**src/rtl/adc_ctrl_pkg.sv**
```systemverilog
// Shared constants for the converter sequence, timing and compare control.
// Assumes a 32-bit AXI4-Lite register bus and a 100 MHz bus clock.
package adc_ctrl_pkg;

  localparam int NUM_CONV = 12;
  localparam int RES_W    = 12;
  localparam int CNT_W    = 4;
  localparam int PRS_W    = 5;
  localparam int DIV_W    = 6;
  localparam int SMP_W    = 5;

  // Byte addresses of the register map.
  localparam logic [7:0] OFS_CTRL      = 8'h00;
  localparam logic [7:0] OFS_TIMING    = 8'h04;
  localparam logic [7:0] OFS_CMP_EN    = 8'h08;
  localparam logic [7:0] OFS_CMP_SENSE = 8'h0C;
  localparam logic [7:0] OFS_STATUS    = 8'h10;
  localparam logic [7:0] OFS_FLAGS     = 8'h14;
  localparam logic [1:0] RESULT_PAGE   = 2'h1;

  // Control register fields.
  localparam int CTRL_START = 0;
  localparam int CTRL_FIFO  = 1;
  localparam int CTRL_SCAN  = 2;
  localparam int CTRL_FRZ   = 3;
  localparam int CTRL_LEN   = 8;
  localparam logic [15:0] CTRL_MASK  = 16'h0F1E;
  localparam logic [15:0] CTRL_RESET = 16'h0000;

  // Timing control fields.
  localparam int TIM_SMP = 5;
  localparam int TIM_PRS = 0;
  localparam logic [7:0] TIMING_RESET = 8'h00;

  // Status register fields.
  localparam int STAT_BUSY = 4;
  localparam int STAT_HALT = 5;

  localparam logic [1:0] FRZ_RUN    = 2'h0;
  localparam logic [1:0] FRZ_FINISH = 2'h2;
  localparam logic [1:0] FRZ_NOW    = 2'h3;

  localparam logic [1:0] RESP_OKAY   = 2'h0;
  localparam logic [1:0] RESP_SLVERR = 2'h2;

  // Sample phase length in conversion clock cycles, by select code.
  localparam logic [SMP_W-1:0] SAMPLE_LEN [8] = '{
    5'h04, 5'h06, 5'h08, 5'h0A, 5'h0C, 5'h10, 5'h14, 5'h18
  };

  typedef enum logic [2:0] {
    ST_IDLE    = 3'b001,
    ST_SAMPLE  = 3'b010,
    ST_CONVERT = 3'b100
  } conv_state_t;

endpackage : adc_ctrl_pkg

```
**src/rtl/conv_ctl_if.sv**
```systemverilog
// Control carrier between the sequencer and its divider and counter.
// Assumes all three parties run on the same bus clock.
`timescale 1ns/1ps
interface conv_ctl_if;
  import adc_ctrl_pkg::*;
  logic [PRS_W-1:0] divider_value;
  logic             run;
  logic             restart;
  logic             tick;
  logic             count_clear;
  logic             count_step;
  logic [CNT_W-1:0] count;

  modport seq (output divider_value, run, restart, count_clear, count_step,
               input tick, count);
  modport divider (input divider_value, run, restart, output tick);
  modport counter (input count_clear, count_step, output count);
endinterface : conv_ctl_if

```
**src/rtl/conv_clk_div.sv**
```systemverilog
// Conversion clock enable: one tick per conversion clock period.
// Assumes restart is pulsed whenever the divider value changes.
`timescale 1ns/1ps
module conv_clk_div
  import adc_ctrl_pkg::*;
(
  // Clock and reset.
  input wire logic aclk,
  input wire logic aresetn,
  // Control.
  conv_ctl_if.divider ctl
);

  logic [DIV_W-1:0] div_cnt;
  logic [DIV_W-1:0] gap_cnt;
  wire  [DIV_W-1:0] div_last = {ctl.divider_value, 1'b1};

  always_ff @(posedge aclk) begin
    if (!aresetn || ctl.restart) begin
      div_cnt <= '0;
    end else if (ctl.run) begin
      div_cnt <= (div_cnt == div_last) ? '0 : div_cnt + 1'b1;
    end
  end

  assign ctl.tick = ctl.run && (div_cnt == div_last);

  // Run cycles since the last tick, kept apart from the divider itself.
  always_ff @(posedge aclk) begin
    if (!aresetn || ctl.restart || ctl.tick) begin
      gap_cnt <= '0;
    end else if (ctl.run) begin
      gap_cnt <= gap_cnt + 1'b1;
    end
  end

  AST_TICK_PERIOD: assert property (@(posedge aclk) disable iff (!aresetn)
    ctl.tick |-> gap_cnt == div_last)
    else $error("Conversion tick period does not match the divider value.");

endmodule : conv_clk_div

```
**src/rtl/conv_counter.sv**
```systemverilog
// Conversion counter that selects the result register being filled.
// Assumes clear and step come from the sequencer on the same clock.
`timescale 1ns/1ps
module conv_counter
  import adc_ctrl_pkg::*;
(
  // Clock and reset.
  input wire logic aclk,
  input wire logic aresetn,
  // Control.
  conv_ctl_if.counter ctl
);

  logic [CNT_W-1:0] count;

  always_ff @(posedge aclk) begin
    if (!aresetn || ctl.count_clear) begin
      count <= '0;
    end else if (ctl.count_step) begin
      count <= count + 1'b1;
    end
  end

  assign ctl.count = count;

  AST_CNT_WRAP: assert property (@(posedge aclk) disable iff (!aresetn)
    ctl.count_step && !ctl.count_clear && (count == 4'hF) |=> count == 4'h0)
    else $error("Conversion counter failed to wrap to zero.");

endmodule : conv_counter

```
**src/rtl/adc_sequence_timing_compare.sv**
```systemverilog
// Converter sequencer: timing, conversion counter, compare and freeze control.
// Assumes an analog sample/SAR machine on the bus clock and an AXI4-Lite master.
//
// Function
// - Freeze select 10 finishes the running conversion then halts; 11 halts at once.
// - Writing timing control or compare enable aborts the running sequence.
// - Sample time select picks 4,6,8,10,12,16,20 or 24 conversion clocks.
// - Conversion clock is bus clock over two times divider value plus two.
// - Read-only conversion counter names the result register being filled now.
// - Without fifo mode the counter clears at sequence start and end.
// - In fifo mode the counter carries across sequences; it always wraps.
// - Abort or a new start clears the counter even in fifo mode.
// - Twelve compare enable bits select compare by position in the sequence.
// - Compare sense bit n selects higher-than or lower-or-equal for conversion n.
// - A successful enabled compare sets match flag n in the flag status register.
//
// The implementer's own choice: register access over AXI4-Lite.
`timescale 1ns/1ps
module adc_sequence_timing_compare
  import adc_ctrl_pkg::*;
(
  // Clock and reset.
  input  wire logic             aclk,
  input  wire logic             aresetn,
  // AXI4-Lite write channels.
  input  wire logic [7:0]       awaddr,
  input  wire logic [2:0]       awprot,
  input  wire logic             awvalid,
  output logic                  awready,
  input  wire logic [31:0]      wdata,
  input  wire logic [3:0]       wstrb,
  input  wire logic             wvalid,
  output logic                  wready,
  output logic [1:0]            bresp,
  output logic                  bvalid,
  input  wire logic             bready,
  // AXI4-Lite read channels.
  input  wire logic [7:0]       araddr,
  input  wire logic [2:0]       arprot,
  input  wire logic             arvalid,
  output logic                  arready,
  output logic [31:0]           rdata,
  output logic [1:0]            rresp,
  output logic                  rvalid,
  input  wire logic             rready,
  // Debug.
  input  wire logic             debug_freeze,
  // Analog machine.
  output logic                  sample_enable,
  output logic                  convert_start,
  input  wire logic             result_valid,
  input  wire logic [RES_W-1:0] result_data
);

  ////////////////////////////////////////////////////////////////////////////
  // Register bus slave.

  logic             aw_held;
  logic             w_held;
  logic [7:0]       aw_addr;
  logic [31:0]      w_data;
  logic [3:0]       w_strb;
  logic [15:0]      ctrl;
  logic [7:0]       timing;
  logic [11:0]      cmp_en;
  logic [11:0]      cmp_sense;
  logic [11:0]      flags;
  logic [RES_W-1:0] results [NUM_CONV];

  function automatic logic [15:0] merge16(input logic [15:0] old_v,
                                          input logic [15:0] new_v,
                                          input logic [1:0]  strb);
    merge16 = {strb[1] ? new_v[15:8] : old_v[15:8],
               strb[0] ? new_v[7:0]  : old_v[7:0]};
  endfunction : merge16

  assign awready = !aw_held;
  assign wready  = !w_held;

  wire       wr_fire    = aw_held && w_held && !bvalid;
  wire [3:0] wr_idx     = aw_addr[5:2];
  wire       wr_ctrl    = wr_fire && (aw_addr == OFS_CTRL);
  wire       wr_timing  = wr_fire && (aw_addr == OFS_TIMING);
  wire       wr_cmp_en  = wr_fire && (aw_addr == OFS_CMP_EN);
  wire       wr_sense   = wr_fire && (aw_addr == OFS_CMP_SENSE);
  wire       wr_flags   = wr_fire && (aw_addr == OFS_FLAGS);
  wire       wr_res     = wr_fire && (aw_addr[7:6] == RESULT_PAGE) &&
                          (aw_addr[1:0] == 2'h0) && (wr_idx < 4'(NUM_CONV));
  wire       wr_status  = wr_fire && (aw_addr == OFS_STATUS);
  wire       wr_hit     = wr_ctrl || wr_timing || wr_cmp_en || wr_sense ||
                          wr_flags || wr_res || wr_status;
  wire       start_req  = wr_ctrl && w_strb[0] && w_data[CTRL_START];
  wire       abort_req  = wr_timing || wr_cmp_en;
  wire [15:0] wr_merged = merge16(16'h0000, w_data[15:0], w_strb[1:0]);
  wire [11:0] flag_clr  = wr_flags ? wr_merged[11:0] : 12'h000;

  always_ff @(posedge aclk) begin
    if (!aresetn) begin
      aw_held <= 1'b0;
      w_held  <= 1'b0;
      aw_addr <= 8'h00;
      w_data  <= 32'h0000_0000;
      w_strb  <= 4'h0;
      bvalid  <= 1'b0;
      bresp   <= RESP_OKAY;
    end else begin
      if (awvalid && awready) begin
        aw_held <= 1'b1;
        aw_addr <= awaddr;
      end
      if (wvalid && wready) begin
        w_held <= 1'b1;
        w_data <= wdata;
        w_strb <= wstrb;
      end
      if (wr_fire) begin
        aw_held <= 1'b0;
        w_held  <= 1'b0;
        bvalid  <= 1'b1;
        bresp   <= wr_hit ? RESP_OKAY : RESP_SLVERR;
      end else if (bvalid && bready) begin
        bvalid <= 1'b0;
      end
    end
  end

  ////////////////////////////////////////////////////////////////////////////
  // Sequencer.

  conv_ctl_if ctl ();

  conv_state_t      state;
  conv_state_t      next_state;
  logic [SMP_W-1:0] sample_cnt;
  logic [CNT_W-1:0] seq_pos;

  wire [1:0]       frz_sel   = ctrl[CTRL_FRZ+1:CTRL_FRZ];
  wire             fifo_mode = ctrl[CTRL_FIFO];
  wire             scan_mode = ctrl[CTRL_SCAN];
  wire [CNT_W-1:0] seq_last  = ctrl[CTRL_LEN+3:CTRL_LEN];
  wire [2:0]       smp_sel   = timing[TIM_SMP+2:TIM_SMP];
  wire [SMP_W-1:0] smp_last  = SAMPLE_LEN[smp_sel] - 1'b1;
  wire             busy      = !state[0];

  // Code 01 is reserved and behaves like 00, so only the high bit arms a halt.
  wire halt_now  = debug_freeze && (frz_sel == FRZ_NOW);
  wire halt_edge = debug_freeze && (frz_sel == FRZ_FINISH) &&
                   (state == ST_SAMPLE) && (sample_cnt == '0);
  wire stall     = halt_now || halt_edge;

  wire conv_done = (state == ST_CONVERT) && result_valid;
  wire seq_end   = conv_done && (seq_pos == seq_last);
  wire smp_done  = (state == ST_SAMPLE) && ctl.tick && (sample_cnt == smp_last);

  always_comb begin
    next_state = state;
    unique case (state)
      ST_IDLE:    next_state = ST_IDLE;
      ST_SAMPLE:  if (smp_done) next_state = ST_CONVERT;
      ST_CONVERT: begin
        if (conv_done) begin
          next_state = (seq_end && !scan_mode) ? ST_IDLE : ST_SAMPLE;
        end
      end
    endcase
    if (abort_req) begin
      next_state = ST_IDLE;
    end else if (start_req) begin
      next_state = ST_SAMPLE;
    end
  end

  always_ff @(posedge aclk) begin
    if (!aresetn) begin
      state         <= ST_IDLE;
      sample_cnt    <= '0;
      seq_pos       <= '0;
      convert_start <= 1'b0;
    end else begin
      state         <= next_state;
      convert_start <= smp_done && !abort_req && !start_req;
      if (next_state != ST_SAMPLE || state != ST_SAMPLE) begin
        sample_cnt <= '0;
      end else if (ctl.tick) begin
        sample_cnt <= sample_cnt + 1'b1;
      end
      if (abort_req || start_req || seq_end) begin
        seq_pos <= '0;
      end else if (conv_done) begin
        seq_pos <= seq_pos + 1'b1;
      end
    end
  end

  assign sample_enable = (state == ST_SAMPLE);

  // Divider only runs through the sample phase; the SAR paces itself.
  assign ctl.divider_value = timing[TIM_PRS+PRS_W-1:TIM_PRS];
  assign ctl.run           = (state == ST_SAMPLE) && !stall;
  assign ctl.restart       = abort_req || start_req || (state != ST_SAMPLE);
  assign ctl.count_clear   = abort_req || start_req || (seq_end && !fifo_mode);
  assign ctl.count_step    = conv_done;

  conv_clk_div u_div (
    .aclk    (aclk),
    .aresetn (aresetn),
    .ctl     (ctl)
  );

  conv_counter u_cnt (
    .aclk    (aclk),
    .aresetn (aresetn),
    .ctl     (ctl)
  );

  wire [CNT_W-1:0] cnt = ctl.count;

  ////////////////////////////////////////////////////////////////////////////
  // Compare and result storage.

  // The threshold lives in the result register of the same position, so a
  // compared conversion must not overwrite it.
  wire             pos_ok   = seq_pos < 4'(NUM_CONV);
  wire [3:0]       pos_idx  = pos_ok ? seq_pos : 4'h0;
  wire             cnt_ok   = cnt < 4'(NUM_CONV);
  wire [3:0]       cnt_idx  = cnt_ok ? cnt : 4'h0;
  wire [RES_W-1:0] thresh   = results[pos_idx];
  wire             cmp_act  = conv_done && pos_ok && cmp_en[pos_idx];
  wire             cmp_hit  = cmp_sense[pos_idx] ? (result_data > thresh) :
                                                   (result_data <= thresh);
  wire [11:0]      flag_set = (cmp_act && cmp_hit) ? (12'h001 << pos_idx) : 12'h000;
  wire             store    = conv_done && !cmp_act && cnt_ok;

  always_ff @(posedge aclk) begin
    if (!aresetn) begin
      ctrl      <= CTRL_RESET;
      timing    <= TIMING_RESET;
      cmp_en    <= 12'h000;
      cmp_sense <= 12'h000;
      flags     <= 12'h000;
      for (int i = 0; i < NUM_CONV; i++) begin
        results[i] <= '0;
      end
    end else begin
      if (wr_ctrl) ctrl <= merge16(ctrl, w_data[15:0], w_strb[1:0]) & CTRL_MASK;
      if (wr_timing && w_strb[0]) timing <= w_data[7:0];
      if (wr_cmp_en) cmp_en <= 12'(merge16({4'h0, cmp_en}, w_data[15:0], w_strb[1:0]));
      if (wr_sense) cmp_sense <= 12'(merge16({4'h0, cmp_sense}, w_data[15:0], w_strb[1:0]));
      // A match arriving with its own clear is kept.
      flags <= (flags & ~flag_clr) | flag_set;
      if (wr_res) begin
        results[wr_idx] <= RES_W'(merge16({4'h0, results[wr_idx]},
                                          w_data[15:0], w_strb[1:0]));
      end
      if (store) results[cnt_idx] <= result_data;
    end
  end

  ////////////////////////////////////////////////////////////////////////////
  // Read path.

  wire [3:0]  rd_idx  = araddr[5:2];
  wire        rd_res  = (araddr[7:6] == RESULT_PAGE) && (araddr[1:0] == 2'h0) &&
                        (rd_idx < 4'(NUM_CONV));
  wire [31:0] status  = {26'h0, stall && busy, busy, cnt};
  wire        rd_hit  = rd_res || (araddr == OFS_CTRL) || (araddr == OFS_TIMING) ||
                        (araddr == OFS_CMP_EN) || (araddr == OFS_CMP_SENSE) ||
                        (araddr == OFS_STATUS) || (araddr == OFS_FLAGS);
  wire [31:0] rd_mux  =
      (araddr == OFS_CTRL)      ? {16'h0, ctrl}          :
      (araddr == OFS_TIMING)    ? {24'h0, timing}        :
      (araddr == OFS_CMP_EN)    ? {20'h0, cmp_en}        :
      (araddr == OFS_CMP_SENSE) ? {20'h0, cmp_sense}     :
      (araddr == OFS_STATUS)    ? status                 :
      (araddr == OFS_FLAGS)     ? {20'h0, flags}         :
      rd_res                    ? {20'h0, results[rd_res ? rd_idx : 4'h0]} :
                                  32'h0000_0000;

  assign arready = !rvalid;

  always_ff @(posedge aclk) begin
    if (!aresetn) begin
      rvalid <= 1'b0;
      rdata  <= 32'h0000_0000;
      rresp  <= RESP_OKAY;
    end else if (arvalid && arready) begin
      rvalid <= 1'b1;
      rdata  <= rd_mux;
      rresp  <= rd_hit ? RESP_OKAY : RESP_SLVERR;
    end else if (rvalid && rready) begin
      rvalid <= 1'b0;
    end
  end

  ////////////////////////////////////////////////////////////////////////////
  // Assertions.

  AST_FRZ_NOW: assert property (@(posedge aclk) disable iff (!aresetn)
    halt_now && (state == ST_SAMPLE) && !abort_req && !start_req
    |=> $stable(sample_cnt) && !convert_start && (state == ST_SAMPLE))
    else $error("Immediate freeze did not hold the sample phase.");

  AST_FRZ_FINISH: assert property (@(posedge aclk) disable iff (!aresetn)
    halt_edge && !abort_req && !start_req
    |=> (state == ST_SAMPLE) && (sample_cnt == '0) && !sample_cnt[0])
    else $error("Finish-then-freeze started a new conversion.");

  AST_ABORT: assert property (@(posedge aclk) disable iff (!aresetn)
    abort_req |=> (state == ST_IDLE) && (cnt == 4'h0) && !convert_start)
    else $error("Register write did not abort the sequence.");

  AST_SAMPLE_LEN: assert property (@(posedge aclk) disable iff (!aresetn)
    convert_start |-> $past(sample_cnt) == SAMPLE_LEN[smp_sel] - 1'b1)
    else $error("Sample phase length does not match the select code.");

  AST_SEQ_CLEAR: assert property (@(posedge aclk) disable iff (!aresetn)
    seq_end && !fifo_mode |=> cnt == 4'h0)
    else $error("Counter not cleared at sequence end outside fifo mode.");

  AST_FIFO_KEEP: assert property (@(posedge aclk) disable iff (!aresetn)
    seq_end && fifo_mode && !abort_req && !start_req
    |=> cnt == 4'($past(cnt) + 1'b1))
    else $error("Counter reinitialised between sequences in fifo mode.");

  AST_START_CLEAR: assert property (@(posedge aclk) disable iff (!aresetn)
    start_req |=> (cnt == 4'h0) && (seq_pos == '0) && (state == ST_SAMPLE))
    else $error("New start did not clear the conversion counter.");

  AST_CMP_FLAG: assert property (@(posedge aclk) disable iff (!aresetn)
    cmp_act && cmp_hit |=> flags[$past(pos_idx)])
    else $error("Successful compare did not set its match flag.");

  AST_NO_CMP: assert property (@(posedge aclk) disable iff (!aresetn)
    store && !wr_flags |=> (results[$past(cnt_idx)] == $past(result_data)) &&
                           (flags == $past(flags)))
    else $error("Uncompared conversion mishandled its result or flag.");

  AST_RUN_FREE: assert property (@(posedge aclk) disable iff (!aresetn)
    debug_freeze && !frz_sel[1] && (state == ST_SAMPLE) && !abort_req |-> ctl.run)
    else $error("Converter halted with freeze select code 00.");

endmodule : adc_sequence_timing_compare

```
**config.mk**
```make
export PLATFORM = sky130hd
export DESIGN_NAME = adc_sequence_timing_compare
export DESIGN_NICKNAME = d
export VERILOG_FILES = /design/src/rtl/adc_ctrl_pkg.sv /design/src/rtl/conv_ctl_if.sv /design/src/rtl/conv_clk_div.sv /design/src/rtl/conv_counter.sv /design/src/rtl/adc_sequence_timing_compare.sv
export SDC_FILE = /design/constraint.sdc
export NUM_CORES = 1
export LEC_CHECK = 0
export ABC_CLOCK_PERIOD_IN_PS = 3320
export BUFFER_PORTS_ARGS = -buffer_cell sky130_fd_sc_hd__clkbuf_2
export CAP_MARGIN = 30
export CORE_ASPECT_RATIO = 1.5
export CORE_MARGIN = 3
export CORE_UTILIZATION = 55
export CTS_BUF_LIST = sky130_fd_sc_hd__clkbuf_8
export CTS_CLUSTER_DIAMETER = 120
export CTS_CLUSTER_SIZE = 8
export DETAILED_ROUTE_END_ITERATION = 10
export HOLD_SLACK_MARGIN = 0.15
export PLACE_DENSITY = 0.76
export RECOVER_POWER = 50
export SLEW_MARGIN = 20
export SYNTH_ARGS = -nofsm -noshare
export SYNTH_HDL_FRONTEND = slang
export SYNTH_HIERARCHICAL = 1
export SYNTH_SLANG_ARGS = --single-unit
export TNS_END_PERCENT = 20
```
**constraint.sdc**
```tcl
create_clock -name aclk -period 3.32 [get_ports aclk]
set_clock_uncertainty 0.1 [all_clocks]
set_input_delay 0.498 -clock aclk [delete_from_list [all_inputs] [get_ports aclk]]
set_output_delay 0.498 -clock aclk [all_outputs]
set_load 0.005 [all_outputs]
```
==> results of run 1 <==
synthesized netlist by cell type (all sizes together), types with 43 or more instances:
library cell / count / area share (%)
dfxtp: 115 / 14
o21ai: 194 / 6.0
nor2: 184 / 4.3
nand2: 253 / 5.9
mux2i: 82 / 5.0
o22ai: 43 / 1.6
clkbuf: 105 / 2.4
nand3: 113 / 3.4
a21oi: 73 / 2.3
nor2b: 55 / 2.1
buf: 79 / 3.2
edfxtp: 148 / 27
state kept, by name, summed over array words and instances (netlist names), 12 cells and up:
signal and flops:
results 148, cmp_en 12, cmp_sense 12, flags 12
rdata 12, w_data 12
stage by stage:
stage | power [mW] | worst slack (ns) | std cells | util (%)
detailed placement | 4.30 | -0.299 | 2332 | 59.8
CTS | 6.58 | -0.0321 | 2414 | 63.8
global placement | 4.29 | -0.199 | 2331 | 59.8
finish | 6.61 | -0.0217 | 2419 | 64.7
floorplan | 4.05 | 0.00329 | 1915 | -
global route | 6.80 | -0.105 | 2419 | 64.7
what timing repair did:
action,4_1_cts,5_1_grt
endpoints found under the hold margin,26,0
gates resized for setup,48,73
setup endpoints to repair,12,17
cloned,4,2
pin swaps,20,49
setup buffers,5,4
hold buffers,27,0
cell type report:
cell class / count / area [um^2]
multi-input cells: 1436 / 9170
clock buffers: 39 / 537
repair buffers: 246 / 1970
clock inverters: 8 / 33.8
flip-flops and latches: 263 / 6760
inverters: 32 / 120
well taps: 395 / 494
fillers: 2504 / 10400
where the power goes:
group | switching [mW] | internal, mW | total (mW)
registers | 0.128 | 3.52 | 3.65
logic | 0.430 | 0.247 | 0.677
clock network | 1.23 | 1.06 | 2.28
worst min-delay path by stage:
stage                          startpoint                      end  slack, ns  depth (start not counted)
finish                     result_data[4]  results[0][4]$_DFFE_PP_       0.23                          3
global placement    bresp[1]$_SDFFE_PN0P_    bresp[1]$_SDFFE_PN0P_       0.36                          2
global route               result_data[4]  results[0][4]$_DFFE_PP_       0.26                          3
detailed placement  bresp[1]$_SDFFE_PN0P_    bresp[1]$_SDFFE_PN0P_       0.37                          2
floorplan             flags[2]$_SDFF_PN0_      flags[2]$_SDFF_PN0_       0.34                          2
CTS                               aresetn    rdata[7]$_SDFFE_PN0P_       0.19                          3
cell usage in the layout (no fill, tap or decap), drive strengths merged, types with 18 or more instances in the layout:
cell type,n
dlygate4sd3,27
a211oi,18
a21boi,32
o21ai,194
nor2,184
nor3,32
inv,39
nor2b,55
nand3b,23
ha,21
edfxtp,148
o22ai,43
nand2,253
xor2,18
dfxtp,115
clkbuf,123
mux2i,82
a21oi,73
buf,135
conb,22
nand3,113
cells by family (layout without fill, tap and decap cells):
group,after synthesis,count (layout)
other cells,1,22
mux,111,111
flops,263,263
fa+ha+maj,21,21
compound gates,492,492
simple gates,762,762
xor+xnor,28,28
buf+inv,216,325
worst min-delay path, delay by kind of cell:
family | cells | cell delay [ns]
buffers and inverters | 1 | 0.17
AO/OA/AOI/OAI | 1 | 0.06
AND/OR/NAND/NOR | 1 | 0.06
layer usage:
metal,track usage (%),vias up,share of wire (%)
met5,0,-,0
met4,25.0,0,7.6
met3,6.28,283,9.0
met2,63.0,969,48
met1,41.7,7538,35
li1,-,7063,-
==> metrics.md, run 1 <==
| Metric | Value |
|---|---|
| Slowest CP cell | ha_1 |
| Post-Place Cell Area | 17600 um^2 |
| Worst EP required | 3.67 ns |
| Setup crit start kind | flip-flop |
| I/O Pins | 122 |
| Slew at the pin closest to its max-slew limit | 1.27 ns |
| Register area share after synthesis | 40.9% |
| Diodes inserted | 0 |
| Number of CTS-inserted buffers | 38 |
| Worst skew pair latency | around 0.57 ns |
| Syn Area/Cell | a little under 9 um^2 |
| Top Family by Delay on Critical Path | compound AO/OA/AOI/OAI gates |
| Core Rows | 77 |
| Initial antenna violation count | 0 |
| Vias in the first global route | 15400 |
| Worst-path fanout max | 6 |
| Adder-Cell Fraction of Synth Area | approximately 1.6% |
| Worst setup margin | -0.0217 ns |
| RSZ-0062 raised after global routing | true |
| Largest family of logic cells by synthesized area | simple AND/OR/NAND/NOR gates |
| Top_reg_cell synth | edfxtp_1 |
| R2R depth | 14 |
| Post-Synth Simple-Gate Area | between 20% and 30% |
| Critical path origin | seq_pos[0]$_SDFFE_PP0N_ |
| Final Routed Wirelength | between 60000 and 70000 um |
| First-pass GRT wire length | between 90000 and 100000 um |
| Final max-slew violation count | 0 |
| Mux cell area share after synthesis | 7.78% |
| First DRT Iteration DRCs | 1699 |
| Die H | between 200 and 250 um |
| Final #Nets | 2117 |
| Failing checks | setup timing |
| Area grow syn2layout | 15.8% |
| Total track usage | between 30% and 40% |
| Detail Route Antenna Nets | 0 |
| H-tree Lvls | 2 |
| Synth warnings | 6 |
| Worst setup endpoint | flags[9]$_SDFF_PN0_ |
| Critical path class | reg -> reg |
| Final hold violations | 0 |
| Critical path arrival | around 3.7 ns |
| Yosys reg bits | 263 |
| R2R Path End | flags[9]$_SDFF_PN0_ |
| Cell count along the critical path | 14 |
| Worst VDD drop | 0.000213 V |
| Core area | 29500 um^2 |
| Wire per inst | 25.3 um |
| Count of different cell masters after synthesis | about 100 |
| Setup_tns | -0.0517 ns |
| Type of element capturing the critical path | flip-flop |
| Leak pwr | about 6.8 nW |
| Hold_ws | between 0.2 and 0.25 ns |
| CTS root buf | clkbuf_8 |
| CTS tree | built |
| Proportion of layout cells with a drive suffix above 1 | 18.8% |
| Fmax | 0.299 GHz |
| Pin count of the biggest net entering global routing | 73 |
| Relative slew slack | between 10% and 20% |
| Post-synth EDFFs | about 150 |
| TritonRoute pass-1 iters | 6 |
| Sink Count | around 260 |
| Placer Congestion | 0.980 |
| Port bufs | 71 |
| Period utilization | 101% |
| Post-Syn Area | roughly 16000 um^2 |
| Peak per-stage delay on the critical path | 0.37 ns |
| Post-Syn Instances | approximately 1900 |
| Status | complete, but fails checks |
| Vias/cell | 6.55 |
| Hpwl dp | between 40000 and 50000 um |
| Clock-pin slew on the worst setup and hold paths | 0.07 ns |
| Initial Utilization | between 50% and 60% |
| Cells along the critical path | a21boi_2 -> or2b_4 -> buf_12 -> buf_8 -> nor2_2 -> nor3_2 -> o221ai_1 -> ha_1 -> nand4_1 -> a21oi_2 -> o31ai_4 -> xnor2_4 -> buf_4 -> o41ai_2 |
| Worst R2R Setup Slack | -0.02 ns |
| Die footprint | 32100 um^2 |
| CTS Buffer Depth | 3 |
| Setup Viol. Count Final | 3 |
| Design area | ~19000 um^2 |
| R2r startpoint | seq_pos[0]$_SDFFE_PP0N_ |
| Chip width | approximately 150 um |
| Worst Path Buf+Inv | 3 |
| Vias | 15900 |
| Post-synthesis compound-gate area fraction | 19.3% |
| Ys async rst share | 0% |
| Power Dens Cells | 346 nW/um^2 |
| Overflow left after global routing | 0 |
| DRC violations left | 0 |
| Worst hold path type | in -> reg |
| Max-cap violations | 0 |
| Post-Synth XOR/XNOR Area | 1.57% |
| Tmin final | 3.34 ns |
No activity file was read; power rests on OpenSTA's default activity.
==> run 2, diff against run 1 <==
--- a/config.mk
+++ b/config.mk
@@ -21,6 +21,5 @@
 export SLEW_MARGIN = 20
 export SYNTH_ARGS = -nofsm -noshare
 export SYNTH_HDL_FRONTEND = slang
-export SYNTH_HIERARCHICAL = 1
 export SYNTH_SLANG_ARGS = --single-unit
 export TNS_END_PERCENT = 20
==> run 2 against run 1 <==
Effect of this change:
- the run now ends clean
- cell count increased by 2.9%
- clock power is 2% higher
- highest routed layer unchanged
- sequential share of layout area increased by 0.62 points
- critical path type unchanged
- register-to-register slack better by 0.06 ns
==> metrics.md, run 2 <==
| Metric | Value |
|---|---|
| Status | finished clean |
| Largest cells by area after synthesis | edfxtp_1, dfxtp_1, nand2_1 |
| Detail Route Antenna Nets | 0 |
| Post-synth EDFFs | 148 |
| Slew at the pin closest to its max-slew limit | ~1.2 ns |
| Commonest non-fill, non-tap cell in the layout | nand2_1 |
| Final max-slew violation count | 0 |
| Fmax | 0.305 GHz |
| Sw Ratio | 27.6% |
| Met1 wire length | between 20000 and 25000 um |
| Die footprint | 31600 um^2 |
| Vias in the first global route | 15800 |
| Sw Pwr | 1.85 mW |
| Area grow syn2layout | 15.7% |
| CTS root buf | clkbuf_8 |
| Setup crit start kind | flip-flop |
| Highest metal used | met4 |
| Max reg flops | 148 |
| Vias/cell | 6.43 |
| CTS Buffer Depth | 3 |
| Power Dens Cells | between 300 and 400 nW/um^2 |
| Gate power share | a little over a tenth |
| Final #Nets | about 2200 |
| Adder-Cell Fraction of Synth Area | ~1.6% |
| Period utilization | 98.8% |
| Clock-pin slew on the worst setup and hold paths | roughly 0.070 ns |
| Placed cells | 2405 |
| Placer Congestion | between 1 and 1.5 |
| Initial antenna violation count | 0 |
| Top reg by flops | results |
| Count of different cell masters after synthesis | 73 |
| Hold_ws | 0.171 ns |
| Proportion of layout cells with a drive suffix above 1 | 17.5% |
| TritonRoute pass-1 iters | 6 |
| CTS tree | built |
| Leak pwr | 6.64 nW |
| Post-Syn Instances | around 2000 |
| Largest family of logic cells by synthesized area | simple AND/OR/NAND/NOR gates |
| Worst-path fanout max | 7 |
| Vias | 16000 |
| Slowest CP cell | dfxtp_4 |
| Relative slew slack | 21.9% |
| Post-synth top area cell | edfxtp_1 |
| Port bufs | 71 |
| Met2 wire len | 29500 um |
| Number of CTS-inserted buffers | 38 |
| Tmin final | between 3 and 4 ns |
| Post-Synth XOR/XNOR Area | 1.57% |
| I/O Pins | around 120 |
| Yosys top cell area share | 27.4% |
| Top cells by count, synth | nand2_1, o21ai_0, edfxtp_1 |
| Final Routed Wirelength | 62800 um |
| Worst EP required | 3.67 ns |
| Most frequent cell after synthesis | nand2_1 |
| Clock power share | between 30% and 40% |
| Synth warnings | 0 |
| Ys async rst share | 0% |
| Top_reg_cell synth | edfxtp_1 |
| Total track usage | 38.3% |
| Diodes inserted | 0 |
| Final hold violations | 0 |
| Critical path arrival | between 3 and 4 ns |
| Worst R2R Setup Slack | 0.04 ns |
| H-tree Lvls | 2 |
| Sequential share of power | 54.5% |
| Die H | 216 um |
| Core Rows | 76 |
| Final Non-Filler Cells | around 2500 |
| Critical path class | reg -> reg |
| DRC violations left | 0 |
| Post-Synth Simple-Gate Area | 24.1% |
| Overflow left after global routing | 0 |
| Worst hold path type | in -> reg |
| Syn Area/Cell | approximately 8.3 um^2 |
| Hpwl dp | ~46000 um |
| Type of element capturing the critical path | flip-flop |
| Worst skew pair latency | 0.59 ns |
| Sink Count | 263 |
| Pwr Total | approximately 6.7 mW |
| Fill cells | around 2500 |
| First-pass GRT wire length | 92600 um |
| Wire per inst | 25.2 um |
| Peak per-stage delay on the critical path | between 0.3 and 0.4 ns |
| Most frequent cells in the layout | nand2_1, o21ai_0, edfxtp_1 |
| Setup Viol. Count Final | 0 |
| Register area share after synthesis | a little over two fifths |
| Core area | 28900 um^2 |
| Most frequent CP cell | buf_4 |
| Internal power | ~4.8 mW |
| Pin count of the biggest net entering global routing | 66 |
| Post-Syn Area | 16200 um^2 |
| First DRT Iteration DRCs | 1683 |
| Chip width | 146 um |
| WL met3 | slightly above 6000 um |
| Worst VDD drop | 0.000323 V |
| Cells along the critical path | a21boi_2 -> nand2b_4 -> clkbuf_16 -> buf_4 -> o221ai_1 -> a22oi_1 -> o21a_1 -> ha_1 -> nand4_1 -> nor4_4 -> nor2_1 -> a2bb2oi_4 -> xnor2_2 -> buf_4 -> o21ai_0 |
| Yosys reg bits | 263 |
| Post-synthesis compound-gate area fraction | 18.9% |
| Mux cell area share after synthesis | 6.69% |
| Initial Utilization | 56.1% |
| Max-cap violations | 0 |
## run 2: through the flow
step                      util, %  area, um^2  setup WS (ns)  TNS, ns
after floorplan                 -       16300        0.00553        0
after global placement       60.8       17600        -0.0566   -0.604
after detailed placement     61.2       17700        -0.0844   -0.810
after CTS                    64.3       18600         0.0343        0
after global routing         64.9       18800        -0.0589   -0.452
final                        64.9       18800         0.0393        0
## run 2: power by group through the flow
stage                     logic, mW  registers, mW  clock network, mW
after floorplan               0.412           3.63                  0
after global placement        0.599           3.73                  0
after detailed placement      0.645           3.71                  0
after CTS                     0.676           3.64               2.34
after global routing          0.748           3.65               2.46
final                         0.714           3.65               2.33
## run 2: area by class of cell
class | count | area [um^2] | share of cell area (%)
Inverter | 22 | 82.6 | 0.440
Clock inverter | 13 | 52.6 | 0.280
Clock buffer | 39 | 537 | 2.86
Sequential cell | 263 | 6760 | 36.0
Multi-Input combinational cell | 1502 | 8820 | 47.0
Timing Repair Buffer | 261 | 2020 | 10.8
Tap cell | 390 | 488 | 2.60
## run 2: what timing repair did
item | CTS | global route
buffers inserted | 0 | 4
pin swaps | 1 | 5
hold endpoints to repair | 26 | 0
gates cloned | 0 | 1
setup endpoints to repair | 12 | 12
gates resized for setup | 11 | 30
hold buffers | 27 | 0
## run 2: cell families (layout without fill, tap and decap cells)
| logic type | after synthesis | count (layout) |
|---|---|---|
| and+or+nand+nor | 855 | 855 |
| AOI/OAI and AO/OA | 484 | 484 |
| DFF | 263 | 263 |
| buffers and inverters | 200 | 335 |
| muxes | 91 | 91 |
| xor gates and xnor gates | 29 | 29 |
| adders and majority gates | 21 | 21 |
| other | 1 | 22 |
## run 2: worst paths after layout
path,from,endpoint,cells after the start
max,seq_pos[1]$_SDFFE_PP0N_,flags[6]$_SDFF_PN0_,15
min,awaddr[7],aw_addr[7]$_SDFFE_PN0P_,3
max reg2reg,seq_pos[1]$_SDFFE_PP0N_,flags[6]$_SDFF_PN0_,15
min reg2reg,flags[8]$_SDFF_PN0_,flags[8]$_SDFF_PN0_,2
## run 2: critical path: cells and delay by family, from the launching register on
family	cells	cell delay, ns
xor+xnor	1	0.13
simple gates	4	0.68
fa+ha+maj	1	0.26
flops	1	0.39
compound gates	6	1.07
buf+inv	3	0.50
## run 2: layer usage
layer,global-route usage [%],vias to the layer above
met5,0,-
met4,29.9,0
met3,7.07,331
met2,64.2,1039
met1,42.8,7483
li1,-,7149
